**config.mk**
```make
export PLATFORM = sky130hd
export DESIGN_NAME = fcm_top
export DESIGN_NICKNAME = d
export VERILOG_FILES = /design/src/verilog/fcm_pkg.sv /design/src/verilog/fcm_top.sv /design/src/verilog/fcm_sync.sv /design/src/verilog/fcm_poll.sv
export VERILOG_INCLUDE_DIRS = /design/src /design/src/verilog
export SDC_FILE = /design/constraint.sdc
export NUM_CORES = 1
export LEC_CHECK = 0
export BUFFER_PORTS_ARGS = -buffer_cell sky130_fd_sc_hd__buf_2
export CORE_MARGIN = 2
export CORE_UTILIZATION = 49
export CTS_CLUSTER_DIAMETER = 200
export DETAILED_ROUTE_END_ITERATION = 6
export GPL_TIMING_DRIVEN = 0
export HOLD_SLACK_MARGIN = 0.08
export PLACE_DENSITY = 0.79
export SLEW_MARGIN = 10
export SYNTH_ARGS = -nofsm -noshare
export SYNTH_HDL_FRONTEND = slang
export SYNTH_SLANG_ARGS = --single-unit
```
**constraint.sdc**
```tcl
create_clock -name clk_i -period 2.38 [get_ports clk_i]
set_input_delay 0.119 -clock clk_i [delete_from_list [all_inputs] [get_ports clk_i]]
set_output_delay 0.119 -clock clk_i [all_outputs]
set_load 0.01 [all_outputs]
```
**src/verilog/fcm_consts.svh**
```systemverilog
// constants for the floppy compatibility-mode and drive-polling block
`ifndef FCM_CONSTS_SVH
`define FCM_CONSTS_SVH

// register byte offsets (word aligned)
`define FCM_ADDR_DOR 4'h0
`define FCM_ADDR_SETUP 4'h4
`define FCM_ADDR_STATUS 4'h8

// digital output register fields
`define FCM_DOR_SEL_LSB 0
`define FCM_DOR_SEL_MSB 1
`define FCM_DOR_GATE_BIT 3
`define FCM_DOR_EN_LSB 4
`define FCM_DOR_EN_MSB 7
`define FCM_DOR_RESET 8'h00

// setup-options register fields
`define FCM_SET_FIFO_EN_BIT 0
`define FCM_SET_POLL_DIS_BIT 1
`define FCM_SET_THR_LSB 4
`define FCM_SET_THR_MSB 7
`define FCM_SET_RESET 8'h00

// status register fields
`define FCM_ST_MODE_LSB 0
`define FCM_ST_MODE_MSB 1
`define FCM_ST_BYTE_BIT 2
`define FCM_ST_IRQ_BIT 3
`define FCM_ST_RDY_LSB 4
`define FCM_ST_RDY_MSB 7
`define FCM_ST_PEND_LSB 8
`define FCM_ST_PEND_MSB 11
`define FCM_ST_POLL_BIT 12

// polling dwell per simulated drive
`define FCM_POLL_DWELL_US 62
`define FCM_CLK_MHZ 25
`define FCM_POLL_DWELL_CYC (`FCM_POLL_DWELL_US * `FCM_CLK_MHZ)

`define FCM_NUM_DRIVES 4

`endif

```
**src/verilog/fcm_pkg.sv**
```systemverilog
// types shared by the compatibility-mode and polling block
package fcm_pkg;

   typedef enum logic [1:0] {
      FCM_MODE_PRIMARY_LOW = 2'h0,
      FCM_MODE_SECONDARY_LOW = 2'h1,
      FCM_MODE_HIGH = 2'h2
   } fcm_mode_t;

   typedef enum logic [1:0] {
      FCM_POLL_IDLE = 2'b00,
      FCM_POLL_DWELL = 2'b01,
      FCM_POLL_STEP = 2'b11
   } fcm_poll_state_t;

   // controller phase as reported by the command engine
   typedef struct packed {
      logic cmd;
      logic exec;
      logic result;
      logic seek;
      logic implied;
   } fcm_phase_t;

   // external pins that need synchronising
   typedef struct packed {
      logic mode_strap;
      logic second_strap;
      logic invert;
      logic tc;
      logic dma_acknowledge_in_n;
   } fcm_pins_t;

endpackage : fcm_pkg

```
**src/verilog/fcm_top.sv**
```systemverilog
// compatibility-mode selection, fifo mode control and polling wrapper
//
// Local design decisions: register access over Wishbone and the register offsets.
`include "fcm_consts.svh"
`timescale 1ns/1ps
module fcm_top
   import fcm_pkg::*;
#(
   parameter int DRIVES = `FCM_NUM_DRIVES,
   parameter int FIFO_DEPTH = 16,
   parameter int POLL_DWELL_CYC = `FCM_POLL_DWELL_CYC
) (
   input wire logic clk_i,
   input wire logic rst_i,
   // wishbone classic slave
   input wire logic [3:0] wb_adr_i,
   input wire logic [31:0] wb_dat_i,
   input wire logic [3:0] wb_sel_i,
   input wire logic wb_we_i,
   input wire logic wb_cyc_i,
   input wire logic wb_stb_i,
   output logic [31:0] wb_dat_o,
   output logic wb_ack_o,
   // pins from outside the clock domain
   input wire logic mode_strap_pin_i,
   input wire logic second_mode_strap_pin_i,
   input wire logic polarity_invert_pin_i,
   input wire logic terminal_count_in_i,
   input wire logic dma_acknowledge_in_n_i,
   // command engine, same clock
   input wire fcm_phase_t phase_i,
   input wire logic cmd_byte_i,
   input wire logic query_done_i,
   input wire logic high_rate_i,
   input wire logic eng_irq_i,
   input wire logic eng_dma_req_i,
   input wire logic [$clog2(FIFO_DEPTH+1)-1:0] fifo_level_i,
   // outputs
   output logic density_select_out_o,
   output logic dma_request_out_o,
   output logic dma_request_oe_o,
   output logic irq_o,
   output logic irq_oe_o,
   output logic tc_seen_o,
   output logic fifo_byte_mode_o,
   output logic fifo_burst_o,
   output logic [DRIVES-1:0] drive_select_outputs_o,
   output logic [DRIVES-1:0] poll_pending_o,
   output logic [$clog2(DRIVES)-1:0] poll_head_o
);
   localparam int LW = $clog2(FIFO_DEPTH + 1);

   // ---------------- pin synchronisers ----------------
   fcm_pins_t pins_raw;
   fcm_pins_t pins_s;

   assign pins_raw.mode_strap = mode_strap_pin_i;
   assign pins_raw.second_strap = second_mode_strap_pin_i;
   assign pins_raw.invert = polarity_invert_pin_i;
   assign pins_raw.tc = terminal_count_in_i;
   assign pins_raw.dma_acknowledge_in_n = dma_acknowledge_in_n_i;

   fcm_sync #(
      .W($bits(fcm_pins_t))
   ) u_sync (
      .clk_i(clk_i),
      .d_i(pins_raw),
      .q_o(pins_s)
   );

   // ---------------- strap capture ----------------
   // straps follow the pin while reset is held and freeze at release;
   // the synchroniser output is used, so hold reset at least 3 clocks;
   // the synchroniser itself is never reset, else the straps would read
   // as zero for the whole reset and every part would come up in one mode
   fcm_mode_t mode_r;
   wire fcm_mode_t strap_mode = pins_s.mode_strap ? FCM_MODE_HIGH :
                                pins_s.second_strap ? FCM_MODE_PRIMARY_LOW : FCM_MODE_SECONDARY_LOW;

   always_ff @(posedge clk_i) begin
      if (rst_i) begin
         mode_r <= strap_mode;
      end
   end

   wire mode_primary = (mode_r == FCM_MODE_PRIMARY_LOW);
   wire mode_high = (mode_r == FCM_MODE_HIGH);

   // ---------------- wishbone slave ----------------
   logic ack_r;
   logic [31:0] rdat_r;
   logic [7:0] dor_r;
   logic [7:0] setup_r;

   // ack masks the request for one cycle, so a strobe still high in the ack cycle is not taken again
   wire req = wb_cyc_i && wb_stb_i && !ack_r;
   wire wr = req && wb_we_i && wb_sel_i[0];
   wire sel_dor = (wb_adr_i == `FCM_ADDR_DOR);
   wire sel_setup = (wb_adr_i == `FCM_ADDR_SETUP);
   wire sel_status = (wb_adr_i == `FCM_ADDR_STATUS);

   wire dma_gate_bit = dor_r[`FCM_DOR_GATE_BIT];
   wire [1:0] dor_sel = dor_r[`FCM_DOR_SEL_MSB:`FCM_DOR_SEL_LSB];
   wire [3:0] dor_en = dor_r[`FCM_DOR_EN_MSB:`FCM_DOR_EN_LSB];
   wire fifo_en = setup_r[`FCM_SET_FIFO_EN_BIT];
   wire poll_en = !setup_r[`FCM_SET_POLL_DIS_BIT];
   wire [3:0] fifo_thr = setup_r[`FCM_SET_THR_MSB:`FCM_SET_THR_LSB];

   logic [DRIVES-1:0] poll_ready;
   logic [DRIVES-1:0] poll_pend;
   logic poll_irq;
   logic poll_active;
   logic byte_mode_r;

   // status is a live snapshot; reading it changes nothing
   logic [31:0] status_word;
   always_comb begin
      status_word = '0;
      status_word[`FCM_ST_MODE_MSB:`FCM_ST_MODE_LSB] = mode_r;
      status_word[`FCM_ST_BYTE_BIT] = byte_mode_r;
      status_word[`FCM_ST_IRQ_BIT] = poll_irq;
      status_word[`FCM_ST_RDY_MSB:`FCM_ST_RDY_LSB] = 4'(poll_ready);
      status_word[`FCM_ST_PEND_MSB:`FCM_ST_PEND_LSB] = 4'(poll_pend);
      status_word[`FCM_ST_POLL_BIT] = poll_active;
   end

   // unmapped offsets read zero and still acknowledge
   wire [31:0] rd_mux = sel_dor ? {24'h00_0000, dor_r} :
                        sel_setup ? {24'h00_0000, setup_r} :
                        sel_status ? status_word : 32'h0000_0000;

   always_ff @(posedge clk_i) begin
      if (rst_i) begin
         ack_r <= 1'b0;
         rdat_r <= '0;
      end else begin
         ack_r <= req;
         if (req && !wb_we_i) rdat_r <= rd_mux;
      end
   end

   always_ff @(posedge clk_i) begin
      if (rst_i) begin
         // out of reset the fifo is off and polling is on
         dor_r <= `FCM_DOR_RESET;
         setup_r <= `FCM_SET_RESET;
      end else begin
         // status writes fall through: acknowledged and dropped
         if (wr && sel_dor) dor_r <= wb_dat_i[7:0];
         if (wr && sel_setup) setup_r <= wb_dat_i[7:0];
      end
   end

   assign wb_ack_o = ack_r;
   assign wb_dat_o = rdat_r;

   // ---------------- polling ----------------
   wire waiting = !phase_i.cmd && !phase_i.exec && !phase_i.result;
   wire seeking = phase_i.seek && !phase_i.implied;
   // the command byte also holds run low so the abort cannot restart the loop
   wire poll_run = poll_en && !cmd_byte_i && (waiting || seeking);

   // queries pop pending entries even while the loop is stopped

   fcm_poll #(
      .DRIVES(DRIVES),
      .DWELL_CYC(POLL_DWELL_CYC)
   ) u_poll (
      .clk_i(clk_i),
      .rst_i(rst_i),
      .run_i(poll_run),
      .abort_i(cmd_byte_i),
      .query_i(query_done_i),
      .ready_o(poll_ready),
      .pending_o(poll_pend),
      .head_o(poll_head_o),
      .irq_o(poll_irq),
      .active_o(poll_active)
   );

   assign poll_pending_o = poll_pend;

   // drive selects follow only the digital output register; polling never
   // touches them, it only walks the saved ready bits
   logic [DRIVES-1:0] dsel_r;
   logic [DRIVES-1:0] dsel_dec;
   always_comb begin
      dsel_dec = '0;
      for (int i = 0; i < DRIVES; i++) begin
         dsel_dec[i] = dor_en[i] && (dor_sel == 2'(i));
      end
   end
   always_ff @(posedge clk_i) begin
      if (rst_i) begin
         dsel_r <= '0;
      end else begin
         dsel_r <= dsel_dec;
      end
   end
   assign drive_select_outputs_o = dsel_r;

   // ---------------- fifo mode ----------------
   // byte mode whenever fifo is off or outside execution phase
   wire byte_mode = !fifo_en || !phase_i.exec;
   // threshold field counts from zero, so level thr+1 starts a burst
   wire [LW-1:0] thr_lvl = LW'(fifo_thr) + LW'(1);
   logic burst_r;

   always_ff @(posedge clk_i) begin
      if (rst_i) begin
         byte_mode_r <= 1'b1;
         burst_r <= 1'b0;
      end else begin
         byte_mode_r <= byte_mode;
         // queued data goes out as a burst from threshold down to empty
         if (byte_mode) burst_r <= 1'b0;
         else if (fifo_level_i >= thr_lvl) burst_r <= 1'b1;
         else if (fifo_level_i == '0) burst_r <= 1'b0;
      end
   end

   assign fifo_byte_mode_o = byte_mode_r;
   assign fifo_burst_o = burst_r;

   // ---------------- density select ----------------
   logic density_select_out_r;
   wire density_select_out_active = mode_high ? high_rate_i : !high_rate_i;

   always_ff @(posedge clk_i) begin
      // invert pin flips either polarity after the mode choice
      if (rst_i) begin
         density_select_out_r <= 1'b0;
      end else begin
         density_select_out_r <= density_select_out_active ^ pins_s.invert;
      end
   end
   assign density_select_out_o = density_select_out_r;

   // ---------------- terminal count ----------------
   // primary low mode takes tc active low; the other two take it active high
   wire tc_level = mode_primary ? !pins_s.tc : pins_s.tc;
   wire tc_qual = tc_level && !pins_s.dma_acknowledge_in_n;
   // edge detect: a count held for several clocks flags only once
   logic tc_q_r;
   logic tc_seen_r;

   always_ff @(posedge clk_i) begin
      if (rst_i) begin
         tc_q_r <= 1'b0;
         tc_seen_r <= 1'b0;
      end else begin
         tc_q_r <= tc_qual;
         tc_seen_r <= tc_qual && !tc_q_r;
      end
   end
   assign tc_seen_o = tc_seen_r;

   // ---------------- request and interrupt drivers ----------------
   // gate bit only counts outside the primary low mode
   // enables stay combinational so a gate write acts in the ack cycle
   wire drive_en = mode_primary ? 1'b1 : dma_gate_bit;
   wire drq_src = byte_mode ? eng_dma_req_i : (eng_dma_req_i && burst_r);
   logic drq_r;
   logic irq_r;

   always_ff @(posedge clk_i) begin
      if (rst_i) begin
         drq_r <= 1'b0;
         irq_r <= 1'b0;
      end else begin
         drq_r <= drq_src;
         irq_r <= eng_irq_i || poll_irq;
      end
   end

   assign dma_request_out_o = drq_r;
   assign irq_o = irq_r;
   assign dma_request_oe_o = drive_en;
   assign irq_oe_o = drive_en;

endmodule : fcm_top

```
**src/verilog/fcm_sync.sv**
```systemverilog
// two-flop synchroniser for asynchronous pin inputs
`timescale 1ns/1ps
module fcm_sync #(
   parameter int W = 1
) (
   input wire logic clk_i,
   input wire logic [W-1:0] d_i,
   output logic [W-1:0] q_o
);
   logic [W-1:0] meta_r;
   logic [W-1:0] q_r;

   // no reset: strap pins must reach the capture flop while reset is held
   always_ff @(posedge clk_i) begin
      meta_r <= d_i;
      q_r <= meta_r;
   end

   assign q_o = q_r;
endmodule : fcm_sync

```
**src/verilog/fcm_poll.sv**
```systemverilog
// simulated legacy drive polling with queued status per drive
`include "fcm_consts.svh"
`timescale 1ns/1ps
module fcm_poll
   import fcm_pkg::*;
#(
   parameter int DRIVES = `FCM_NUM_DRIVES,
   parameter int DWELL_CYC = `FCM_POLL_DWELL_CYC
) (
   input wire logic clk_i,
   input wire logic rst_i,
   input wire logic run_i,
   input wire logic abort_i,
   input wire logic query_i,
   output logic [DRIVES-1:0] ready_o,
   output logic [DRIVES-1:0] pending_o,
   output logic [$clog2(DRIVES)-1:0] head_o,
   output logic irq_o,
   output logic active_o
);
   localparam int DW = $clog2(DWELL_CYC + 1);
   localparam int IW = $clog2(DRIVES);
   localparam logic [DW-1:0] DWELL_LAST = DW'(DWELL_CYC - 1);
   localparam logic [IW-1:0] IDX_LAST = IW'(DRIVES - 1);

   fcm_poll_state_t state_r, state_nxt;
   logic [DW-1:0] cnt_r;
   logic [IW-1:0] idx_r;
   logic [DRIVES-1:0] ready_r;
   logic [DRIVES-1:0] pend_r;
   logic irq_r;

   wire dwell_done = (cnt_r == DWELL_LAST);
   // ready input is taken as permanently true, so only a stored not-ready changes
   wire changes = (state_r == FCM_POLL_STEP) && !ready_r[idx_r];
   wire [DRIVES-1:0] set_mask = changes ? (DRIVES'(1) << idx_r) : '0;
   wire [DRIVES-1:0] low_pend = pend_r & (~pend_r + DRIVES'(1));
   wire [DRIVES-1:0] clr_mask = query_i ? low_pend : '0;

   always_comb begin
      state_nxt = state_r;
      case (state_r)
         FCM_POLL_IDLE: begin
            if (run_i) state_nxt = FCM_POLL_DWELL;
         end
         FCM_POLL_DWELL: begin
            if (!run_i) state_nxt = FCM_POLL_IDLE;
            else if (dwell_done) state_nxt = FCM_POLL_STEP;
         end
         FCM_POLL_STEP: begin
            state_nxt = run_i ? FCM_POLL_DWELL : FCM_POLL_IDLE;
         end
         default: state_nxt = FCM_POLL_IDLE;
      endcase
      if (abort_i) state_nxt = FCM_POLL_IDLE;
   end

   always_ff @(posedge clk_i) begin
      if (rst_i) begin
         state_r <= FCM_POLL_IDLE;
         cnt_r <= '0;
         idx_r <= '0;
      end else begin
         state_r <= state_nxt;
         cnt_r <= (state_r == FCM_POLL_DWELL && !dwell_done) ? cnt_r + DW'(1) : '0;
         if (state_r == FCM_POLL_STEP) begin
            idx_r <= (idx_r == IDX_LAST) ? '0 : idx_r + IW'(1);
         end
      end
   end

   always_ff @(posedge clk_i) begin
      if (rst_i) begin
         ready_r <= '0;
         pend_r <= '0;
         irq_r <= 1'b0;
      end else begin
         ready_r <= ready_r | set_mask;
         pend_r <= (pend_r & ~clr_mask) | set_mask;
         // set wins over clear; line drops after the first query only
         if (changes) irq_r <= 1'b1;
         else if (query_i) irq_r <= 1'b0;
      end
   end

   always_comb begin
      head_o = '0;
      for (int i = DRIVES - 1; i >= 0; i--) begin
         if (pend_r[i]) head_o = IW'(i);
      end
   end

   assign ready_o = ready_r;
   assign pending_o = pend_r;
   assign irq_o = irq_r;
   assign active_o = (state_r != FCM_POLL_IDLE);
endmodule : fcm_poll

```
Word-level counts from Yosys, hierarchy flattened
Cells that the tools add are included.
- $add $sub $neg: 4
- order comparisons: 2
- eq/ne operators: 12
- shifts and indexed selects: 1
- muxes and demuxes: 26
- bitwise gates (word level): 8
- reductions and logical operators: 51
- operator list (kind ; number):
    13-bit two-way mux ; 3
    1-bit logical AND ; 21
    2-bit two-way mux ; 8
    1-bit zero test ; 15
    11-bit by 1-bit adder with 11-bit output (second input constant) ; 1
    11-bit equality test (second input constant) ; 1
    1-bit two-way mux ; 11
    2-bit equality test (second input constant) ; 5
    4-bit bitwise AND ; 2
    4-bit two-way mux ; 2
    4-bit inverter ; 2
    4-bit bitwise OR ; 2
    2-bit zero test ; 3
    2-bit one-hot mux with 3 select lines ; 1
    2-bit nonzero test ; 3
    2-bit OR reduction ; 3
    4-bit by 1-bit adder with 5-bit output (second input constant) ; 1
    5-bit greater-or-equal comparator ; 1
    5-bit zero test ; 1
    4-bit by 1-bit adder with 4-bit output (second input constant) ; 1
    2-bit by 1-bit equality test with 1-bit output (second input constant) ; 2
    4-bit by 3-bit equality test with 1-bit output (second input constant) ; 1
    4-bit equality test (second input constant) ; 1
    4-bit zero test ; 1
    10 further kinds ; 12
- flip-flop bits (word level): 96
- input port bits: 65
- output and inout bits: 51
- logic and storage cells: 125

Longest topological paths before layout
Gate-level depths: netlist of the first run.
- depth after elaboration: 7
- gate-level depth with buffers: 6
- depth with buffers taken out: 6

Modules after synthesis
Synthesis of the first run repeated with hierarchy kept, for this count alone.
- cell total of the unflattened synthesis: 344
- area, all modules: 3340.7 sq um
- by module, submodules not included (module ; times used ; cells each ; area each (sq um) ; seq. area each (sq um)):
    fcm_top ; 1 ; 212 ; 2031.9 ; 880.8
    fcm_poll ; 1 ; 122 ; 1108.6 ; 480.5
    fcm_sync ; 1 ; 10 ; 200.2 ; 200.2

Worst setup path after synthesis of the first run
Ideal clock, no wire load.
- path kind: register -> register
- start: register setup_r[4]
- end: register burst_r (netlist: fifo_burst_o)
- library setup time: 0.124 ns
- arrival time: 1.573 ns
- data required time: 2.256 ns
- setup slack: 0.683 ns
- cell stages (with the launch flop): 7
- buffers on the path: 0
- period minus slack after synthesis: 1.697 ns
- path through: dfxtp_1 -> ha_1 -> nand3_1 -> ha_1 -> or4_1 -> o32ai_1 -> a21oi_1
- longest elaborated chain between the ends: 3
- elaborated cells on any way between the ends: 4
- classes of those cells: add/sub: 1; order compare: 1; mux: 1; reduce/logical: 1
- ends and longest elaborated chain (element ; RTL line ; RTL):
    start, declared ; fcm_top.sv:93 ; logic [7:0] setup_r;
    start signal, assigned ; fcm_top.sv:146 ; setup_r <= `FCM_SET_RESET;
    start signal, assigned ; fcm_top.sv:150 ; if (wr && sel_setup) setup_r <= wb_dat_i[7:0];
    4-bit by 1-bit adder with 5-bit output (*) ; fcm_top.sv:206 ; wire [LW-1:0] thr_lvl = LW'(fifo_thr) + LW'(1);
    5-bit greater-or-equal comparator (*) ; fcm_top.sv:217 ; else if (fifo_level_i >= thr_lvl) burst_r <= 1'b1;
    1-bit two-way mux / 2-bit nonzero test (equally long branches) ; -- ;
    end signal, assigned ; fcm_top.sv:216 ; if (byte_mode) burst_r <= 1'b0;
    end signal, assigned ; fcm_top.sv:217 ;
    end signal, assigned ; fcm_top.sv:218 ; else if (fifo_level_i == '0) burst_r <= 1'b0;
    end, declared ; fcm_top.sv:207 ; logic burst_r;
Every way passes the cells marked *; elsewhere a longest branch is shown, timed or not.
A chain may end at the register's enable or synchronous reset.

Worst setup path after layout of the first run
- start: register ack_r (netlist: wb_ack_o)
- end: register rdat_r[3] (netlist: wb_dat_o[3])
- longest elaborated chain between the ends: 3
- ends and longest elaborated chain (element ; RTL line ; RTL):
    start, declared ; fcm_top.sv:90 ; logic ack_r;
    start signal, assigned ; fcm_top.sv:137 ; ack_r <= req;
    1-bit zero test ; fcm_top.sv:96 ; wire req = wb_cyc_i && wb_stb_i && !ack_r;
    1-bit logical AND ; fcm_top.sv:96 ;
    1-bit logical AND ; fcm_top.sv:138 ; if (req && !wb_we_i) rdat_r <= rd_mux;
    end signal, assigned ; fcm_top.sv:138 ;
    end, declared ; fcm_top.sv:91 ; logic [31:0] rdat_r;
No other way between the ends.

==> flow_metrics.py, run 1 <==
metrics = {
    "place": {
        "routabilityCongestion": 0.876,
        "dp_cells": 502,
        "post_dp_cell_area_sq_um": 3750,
        "hpwl_mm": 5.29,
        "port_buffers": 68,
        "pre_cts_slack_ns": 0.449,
    },
    "die": {
        "fp.dieArea_sq_um": 7290,
        "start_util": 0.508,
        "io_pins": 116,
        "die_y_um": 85.4,
        "core_area_sq_um": 6390,
        "die_w_um": 85.4,
        "rows": 29,
    },
    "sta": {
        "final.setup.worst_slack_ns": 0.425,
        "slew_headroom": 0.290,
        "hold_viol_final": 0,
        "fmax_ghz": 0.512,
        "final.setup_skew_ns": 0.00810,
        "slew_violations": 0,
        "fin_crit_ns": 1.95,
        "worst_pin_slew_ns": 1.06,
        "tns_ns": 0,
        "rsz0062_at_grt": "no",
        "setup_viol": 0,
        "fin_crit_sh": 0.821,
    },
    "setup_path": {
        "startpoint_type": "flop",
        "crit_path_start": "wb_ack_o",
        "cp_max_fo": 8,
        "endpoint": "wb_dat_o[3]",
        "r2r_cells": 5,
        "r2r_slack_ns": 0.43,
        "cp.required_ns": 2.67,
        "worst_setup_path_end_kind": "flop",
        "r2r_end": "wb_dat_o[3]",
        "cp.arrival_ns": 2.25,
        "path_class": "flop to flop",
        "r2r_start": "wb_ack_o",
    },
    "cells_and_area": {
        "regArea_sq_um": 1560,
        "fin_area_sq_um": 4120,
        "fillers": 541,
        "final_cell_mix": "dfxtp_1, buf_2, nor2_1",
        "final_util": 0.645,
        "nets": 530,
        "drive_gt1_frac": 0.245,
        "layout_commonest_cell": "dfxtp_1",
        "final-instance-count-excl-fill": 535,
        "diodes": 0,
        "multi_input_area_sq_um": 1500,
        "areaGrowthSynthToFinish_pct": 26.9,
    },
    "route": {
        "antenna_left": 0,
        "drtIter0Drc": 154,
        "vias": 2714,
        "firstDrtPassIters": 4,
        "viasPerCell": 5.07,
        "routed_wl_mm": 7.29,
        "drc": 0,
        "wire_per_inst_um": 13.6,
    },
    "yosys": {
        "synth_seq_cells": 77,
        "avgSynthCellArea_sq_um": 9.57,
        "synth_top_flop_cell": "dfxtp_1",
        "yosys.area.top_type_share": 0.463,
        "yosysSeqAreaShare": 0.481,
        "yosys-top-cells-area": "dfxtp_1, nor2_1, mux2i_1",
        "synth_edf_count": 2,
        "yosysWarnings": 0,
        "post-synth-top-area-cell": "dfxtp_1",
        "syn_inst": 339,
        "synth_area_sq_um": 3250,
        "yosysUniqueCellTypes": 46,
        "async_flop_share": 0,
    },
    "hold_path": {
        "hp-class": "input port to flop",
    },
    "power_and_ir_drop": {
        "power.internal_mw": 1.90,
        "power_frac_comb": 0.081,
        "power.switching_uw": 610,
        "pwr-share-clk": 0.392,
        "switching_share": 0.243,
        "powerDensity_nw_per_um2": 609,
        "p_seq_frac": 0.527,
        "ir_worst_vdd_mv": 0.442,
        "p_leak_nw": 1.74,
    },
    "cts": {
        "htree_levels": 3,
        "cts_tree": "yes",
        "post-cts-setup-buffers": 0,
        "cts_root_buf": "clkbuf_8",
        "clock_latency_ns": 0.35,
        "cts.clk_slew.worst_paths_ns": 0.08,
        "cts_buffers": 9,
        "clockBufferDepth": 2,
        "clock_sinks": 77,
    },
    "global_routing": {
        "grt_first_pass_wirelength_mm": 12.0,
        "first_global_vias": 2657,
        "grt_overflow": 0,
        "grt_start_max_net_pins": 15,
        "grt.total_usage": 0.210,
        "antenna_found_initial": 0,
    },
    "status": {
        "status": "finished, final reports clean",
    },
    "run": {
        "drv_cap": 0,
    },
}
final cells by class:
type / count / share of cell area
tap: 77 / 0.0234
buffer: 30 / 0.0459
multi-input combinational: 233 / 0.364
clock buffer: 9 / 0.0301
clock inverter: 7 / 0.0179
timing repair buffer: 85 / 0.124
inverter: 17 / 0.0155
sequential: 77 / 0.379
layer usage:
metal	part of all wire	vias to the layer above	global-route usage
li1	-	1360	-
met5	0	-	0
met1	0.42	1252	0.250
met3	0.075	8	0.0613
met2	0.49	94	0.365
met4	0.014	0	0.0664
logic make-up after synthesis:
group | synth area share
AO/OA/AOI/OAI | 0.0906
adder cells (fa/ha/maj) | 0.0463
buffers and inverters | 0.0779
AND/OR/NAND/NOR | 0.209
XOR/XNOR | 0.0378
other | 0.00116
multiplexers | 0.0563
flip-flops | 0.481
stage by stage:
stage          total power [mW]  hold slack (ns)
2_1_floorplan              1.46            0.147
3_3_place_gp               1.53            0.221
3_5_place_dp               1.53            0.223
4_1_cts                    2.52           0.0977
5_1_grt                    2.60            0.103
6_report                   2.51            0.106
worst max-delay path, stage by stage (launching register included):
cell,delay (ns)
dfxtp_1,0.31
nand3b_1,0.34
or2_2,0.37
clkbuf_1,0.19
nor4_4,0.43
a32o_1,0.26
sequential cells by signal (all words and copies together), names as in the netlist, 2 cells and up:
name and flops:
u_poll.pending_o 4, setup_r 8, u_poll.ready_o 4, dor_r 8, mode_r 2, u_sync.meta_r 5, u_poll.state_r 2, u_poll.idx_r 2
wb_dat_o 13, drive_select_outputs_o 4, u_sync.q_o 5, u_poll.cnt_r 11
cells in the mapped netlist, drive strengths merged (4+ instances only):
master / instances
a21oi: 14
a22oi: 5
a32o: 5
buf: 24
clkbuf: 6
dfxtp: 75
ha: 12
inv: 17
mux2i: 16
nand2: 13
nand2b: 10
nand3: 7
nor2: 53
nor2b: 8
nor3: 11
nor4: 4
o21ai: 5
o22ai: 5
xnor2: 6
xor2: 8
timing repair:
action	CTS	global route
hold buffers	17	0
gates resized for setup	0	0
endpoints found under the hold margin	26	0
power by group through the flow:
stage          clock network, mW  logic [mW]  registers, mW
2_1_floorplan                  0       0.106           1.35
3_3_place_gp                   0       0.175           1.35
4_1_cts                    0.996       0.201           1.32
3_5_place_dp                   0       0.179           1.35
6_report                   0.984       0.203           1.32
5_1_grt                     1.05       0.223           1.32
worst min path at each step:
stage | startpoint | endpoint | slack (ns) | depth (start not counted)
global placement | polarity_invert_pin_i | u_sync.meta_r[2] | 0.22 | 1
detailed placement | polarity_invert_pin_i | u_sync.meta_r[2] | 0.22 | 1
finish | cmd_byte_i | u_poll.state_r[0] | 0.11 | 4
floorplan | dma_acknowledge_in_n_i | u_sync.meta_r[0] | 0.15 | 0
CTS | cmd_byte_i | u_poll.state_r[0] | 0.1 | 4
global route | cmd_byte_i | u_poll.state_r[0] | 0.10 | 4
Power figures use the tool's default switching activity.
==> run 2: changes to the inputs <==
- ABC_AREA: default -> 1
- CORE_UTILIZATION: 49 -> 45
- PLACE_DENSITY: 0.79 -> 0.75
- clock period: 2.38 -> 1.7 ns (I/O delays scaled with it)
==> run 2 against run 1 <==
Cell area grew 5.6%. Clock power grew 26%. Largest cell class is now multi-input gates. Maximum frequency grew 25%. Clock skew grew 0.0023 ns. Sequential power grew 42%. Sequential share of layout area shrank 2.0 points. Wire length grew 6.0%. Cell count grew 29%. Count of clock-buffer cells in the layout grew 2. Global-route usage shrank 2.2 points. Via count grew 18%.
==> flow_metrics.py, run 2 <==
metrics = {
    "yosys": {
        "synth_compound_area_frac": 0.0839,
        "synth_common_cells": "nand2_1, dfxtp_1, nor2_1",
        "synth_edf_count": 2,
        "synthAdderAreaFrac": 0.0430,
        "yosysWarnings": 0,
        "synth_seq_cells": 77,
        "yosysUniqueCellTypes": 28,
        "syn_inst": 473,
        "avgSynthCellArea_sq_um": 7.38,
        "synthSimpleGateAreaFrac": 0.289,
        "synth_top_family_by_area": "simple AND/OR/NAND/NOR gates",
        "yosys-top-cells-area": "dfxtp_1, nand2_1, nor2_1",
        "async_flop_share": 0,
        "synth_area_sq_um": 3490,
        "synth_top_flop_cell": "dfxtp_1",
        "yosysSeqAreaShare": 0.447,
        "synth-xor-area-share": 0.0151,
        "synth.most_common_cell": "nand2_1",
        "yosys.area.top_type_share": 0.430,
        "post-synth-top-area-cell": "dfxtp_1",
        "synth.mux.area_fraction": 0,
    },
    "cts": {
        "cts_root_buf": "clkbuf_8",
        "clockBufferDepth": 2,
        "cts_buffers": 9,
        "cts_tree": "yes",
        "clock_latency_ns": 0.35,
        "post-cts-setup-buffers": 0,
        "clock_sinks": 77,
        "cts.clk_slew.worst_paths_ns": 0.07,
        "post_cts_resized": 0,
        "htree_levels": 3,
        "cts_hold_buf": 14,
    },
    "place": {
        "hpwl_mm": 5.92,
        "routabilityCongestion": 0.896,
        "port_buffers": 69,
        "post_dp_cell_area_sq_um": 4030,
        "pre_cts_slack_ns": 0.111,
    },
    "global_routing": {
        "grt.total_usage": 0.188,
        "antenna_found_initial": 0,
        "gr-usage-met3": 0.0600,
        "grt.busiest_layer": "met2",
        "grt_first_pass_wirelength_mm": 12.6,
        "grtUsageMet1": 0.216,
        "grt_overflow": 0,
        "grt_start_max_net_pins": 14,
        "grt_use_met2": 0.334,
        "first_global_vias": 2986,
    },
    "sta": {
        "slew_headroom": 0.584,
        "hold_viol_final": 0,
        "final.setup_skew_ns": 0.0104,
        "worst_pin_slew_ns": 0.620,
        "rsz0062_at_grt": "no",
        "setup_viol": 0,
        "final.setup.worst_slack_ns": 0.132,
        "fin_crit_ns": 1.57,
        "tns_ns": 0,
        "slew_violations": 0,
        "fmax_ghz": 0.638,
        "fin_crit_sh": 0.922,
    },
    "setup_path": {
        "cp_cell_sequence": "ha_1 > nand3_1 > ha_1 > nand2_1 > inv_1 > a21oi_1 > nand3_1 > nor2_1 > nor2_1",
        "cpPeakStageDelay_ns": 0.39,
        "r2r_start": "setup_r[5]",
        "cp.required_ns": 1.95,
        "slowest_stage": "dfxtp_1",
        "startpoint_type": "flop",
        "path_class": "flop to flop",
        "critical_path_buf_inv_count": 1,
        "critPathTopFamily": "adder cells",
        "cp_max_fo": 4,
        "cp.arrival_ns": 1.82,
        "crit_path_start": "setup_r[5]",
        "worst_setup_path_end_kind": "flop",
    },
    "route": {
        "routed_wl_mm": 7.73,
        "drtIter0Drc": 116,
        "antenna_left": 0,
        "vias": 3190,
        "wire_per_inst_um": 11.2,
        "firstDrtPassIters": 5,
        "drc": 0,
        "viasPerCell": 4.61,
    },
    "power_and_ir_drop": {
        "total_power_mw": 3.44,
        "ir_worst_vdd_mv": 0.490,
        "powerDensity_nw_per_um2": 791,
        "p_leak_nw": 2.04,
    },
    "status": {
        "status": "finished, final reports clean",
    },
    "die": {
        "start_util": 0.459,
        "rows": 32,
        "fp.dieArea_sq_um": 8480,
        "io_pins": 116,
        "die_w_um": 92.1,
        "core_area_sq_um": 7610,
        "die_y_um": 92.1,
    },
    "cells_and_area": {
        "areaGrowthSynthToFinish_pct": 24.6,
        "fin_area_sq_um": 4350,
        "fillers": 733,
        "diodes": 0,
        "nets": 662,
        "layout_commonest_cell": "nand2_1",
        "final_cell_mix": "nand2_1, dfxtp_1, buf_2",
        "drive_gt1_frac": 0.224,
        "largest_register_ffs": 13,
    },
    "hold_path": {
        "hp-class": "input port to flop",
        "min-delay-start": "wb_dat_i[2]",
    },
    "run": {
        "drv_cap": 0,
    },
}
[run 2: layout make-up]
type / count / area, sq um / area share
flip-flops and latches: 77 / 1560 / 0.359
well taps: 102 / 128 / 0.0294
inverters: 59 / 221 / 0.0509
repair buffers: 83 / 485 / 0.112
clock buffers: 11 / 141 / 0.0325
clock inverters: 5 / 35.0 / 0.00806
multi-input cells: 325 / 1580 / 0.363
plain buffers: 30 / 198 / 0.0455
[run 2: stage by stage]
step | utilization | cells | hold WS [ns]
detailed placement | 0.530 | 662 | 0.189
global route | 0.571 | 692 | 0.116
floorplan | - | 491 | 0.113
global placement | 0.530 | 662 | 0.187
finish | 0.571 | 692 | 0.0879
CTS | 0.571 | 692 | 0.0902
[run 2: report_power, final]
group | leakage (nW) | switching [mW] | internal (mW)
Combinational | 1.32 | 0.178 | 0.151
Clock | 0.0897 | 0.667 | 0.572
Sequential | 0.631 | 0.0190 | 1.85
[run 2: logic make-up (layout without fill, tap and decap cells)]
| logic type | Yosys count | count (layout) |
|---|---|---|
| AOI/OAI and AO/OA | 58 | 58 |
| xor gates and xnor gates | 6 | 6 |
| adders and majority gates | 12 | 12 |
| buffers and inverters | 89 | 188 |
| DFF | 77 | 77 |
| other | 1 | 19 |
| and+or+nand+nor | 230 | 230 |
[run 2: worst reg2reg max path: stages, from the launching register on]
cell     delay, ns
dfxtp_1       0.39
ha_1          0.20
nand3_1       0.10
ha_1          0.33
nand2_1       0.08
inv_1         0.05
a21oi_1       0.13
nand3_1       0.08
nor2_1        0.09
nor2_1        0.04
[run 2: final timing paths]
path / end / slack [ns] / cells after the start
worst max register to register: fifo_burst_o / 0.13 / 9
worst max-delay path: fifo_burst_o / 0.13 / 9
worst min register to register: u_sync.q_o[0] / 0.33 / 0
worst min-delay path: dor_r[2] / 0.09 / 5
[run 2: layer usage]
| layer | wire [um] | share of wire |
|---|---|---|
| met2 | 3680 | 0.48 |
| met4 | 72 | 0.0093 |
| met3 | 529 | 0.068 |
| met5 | 0 | 0 |
| met1 | 3440 | 0.45 |
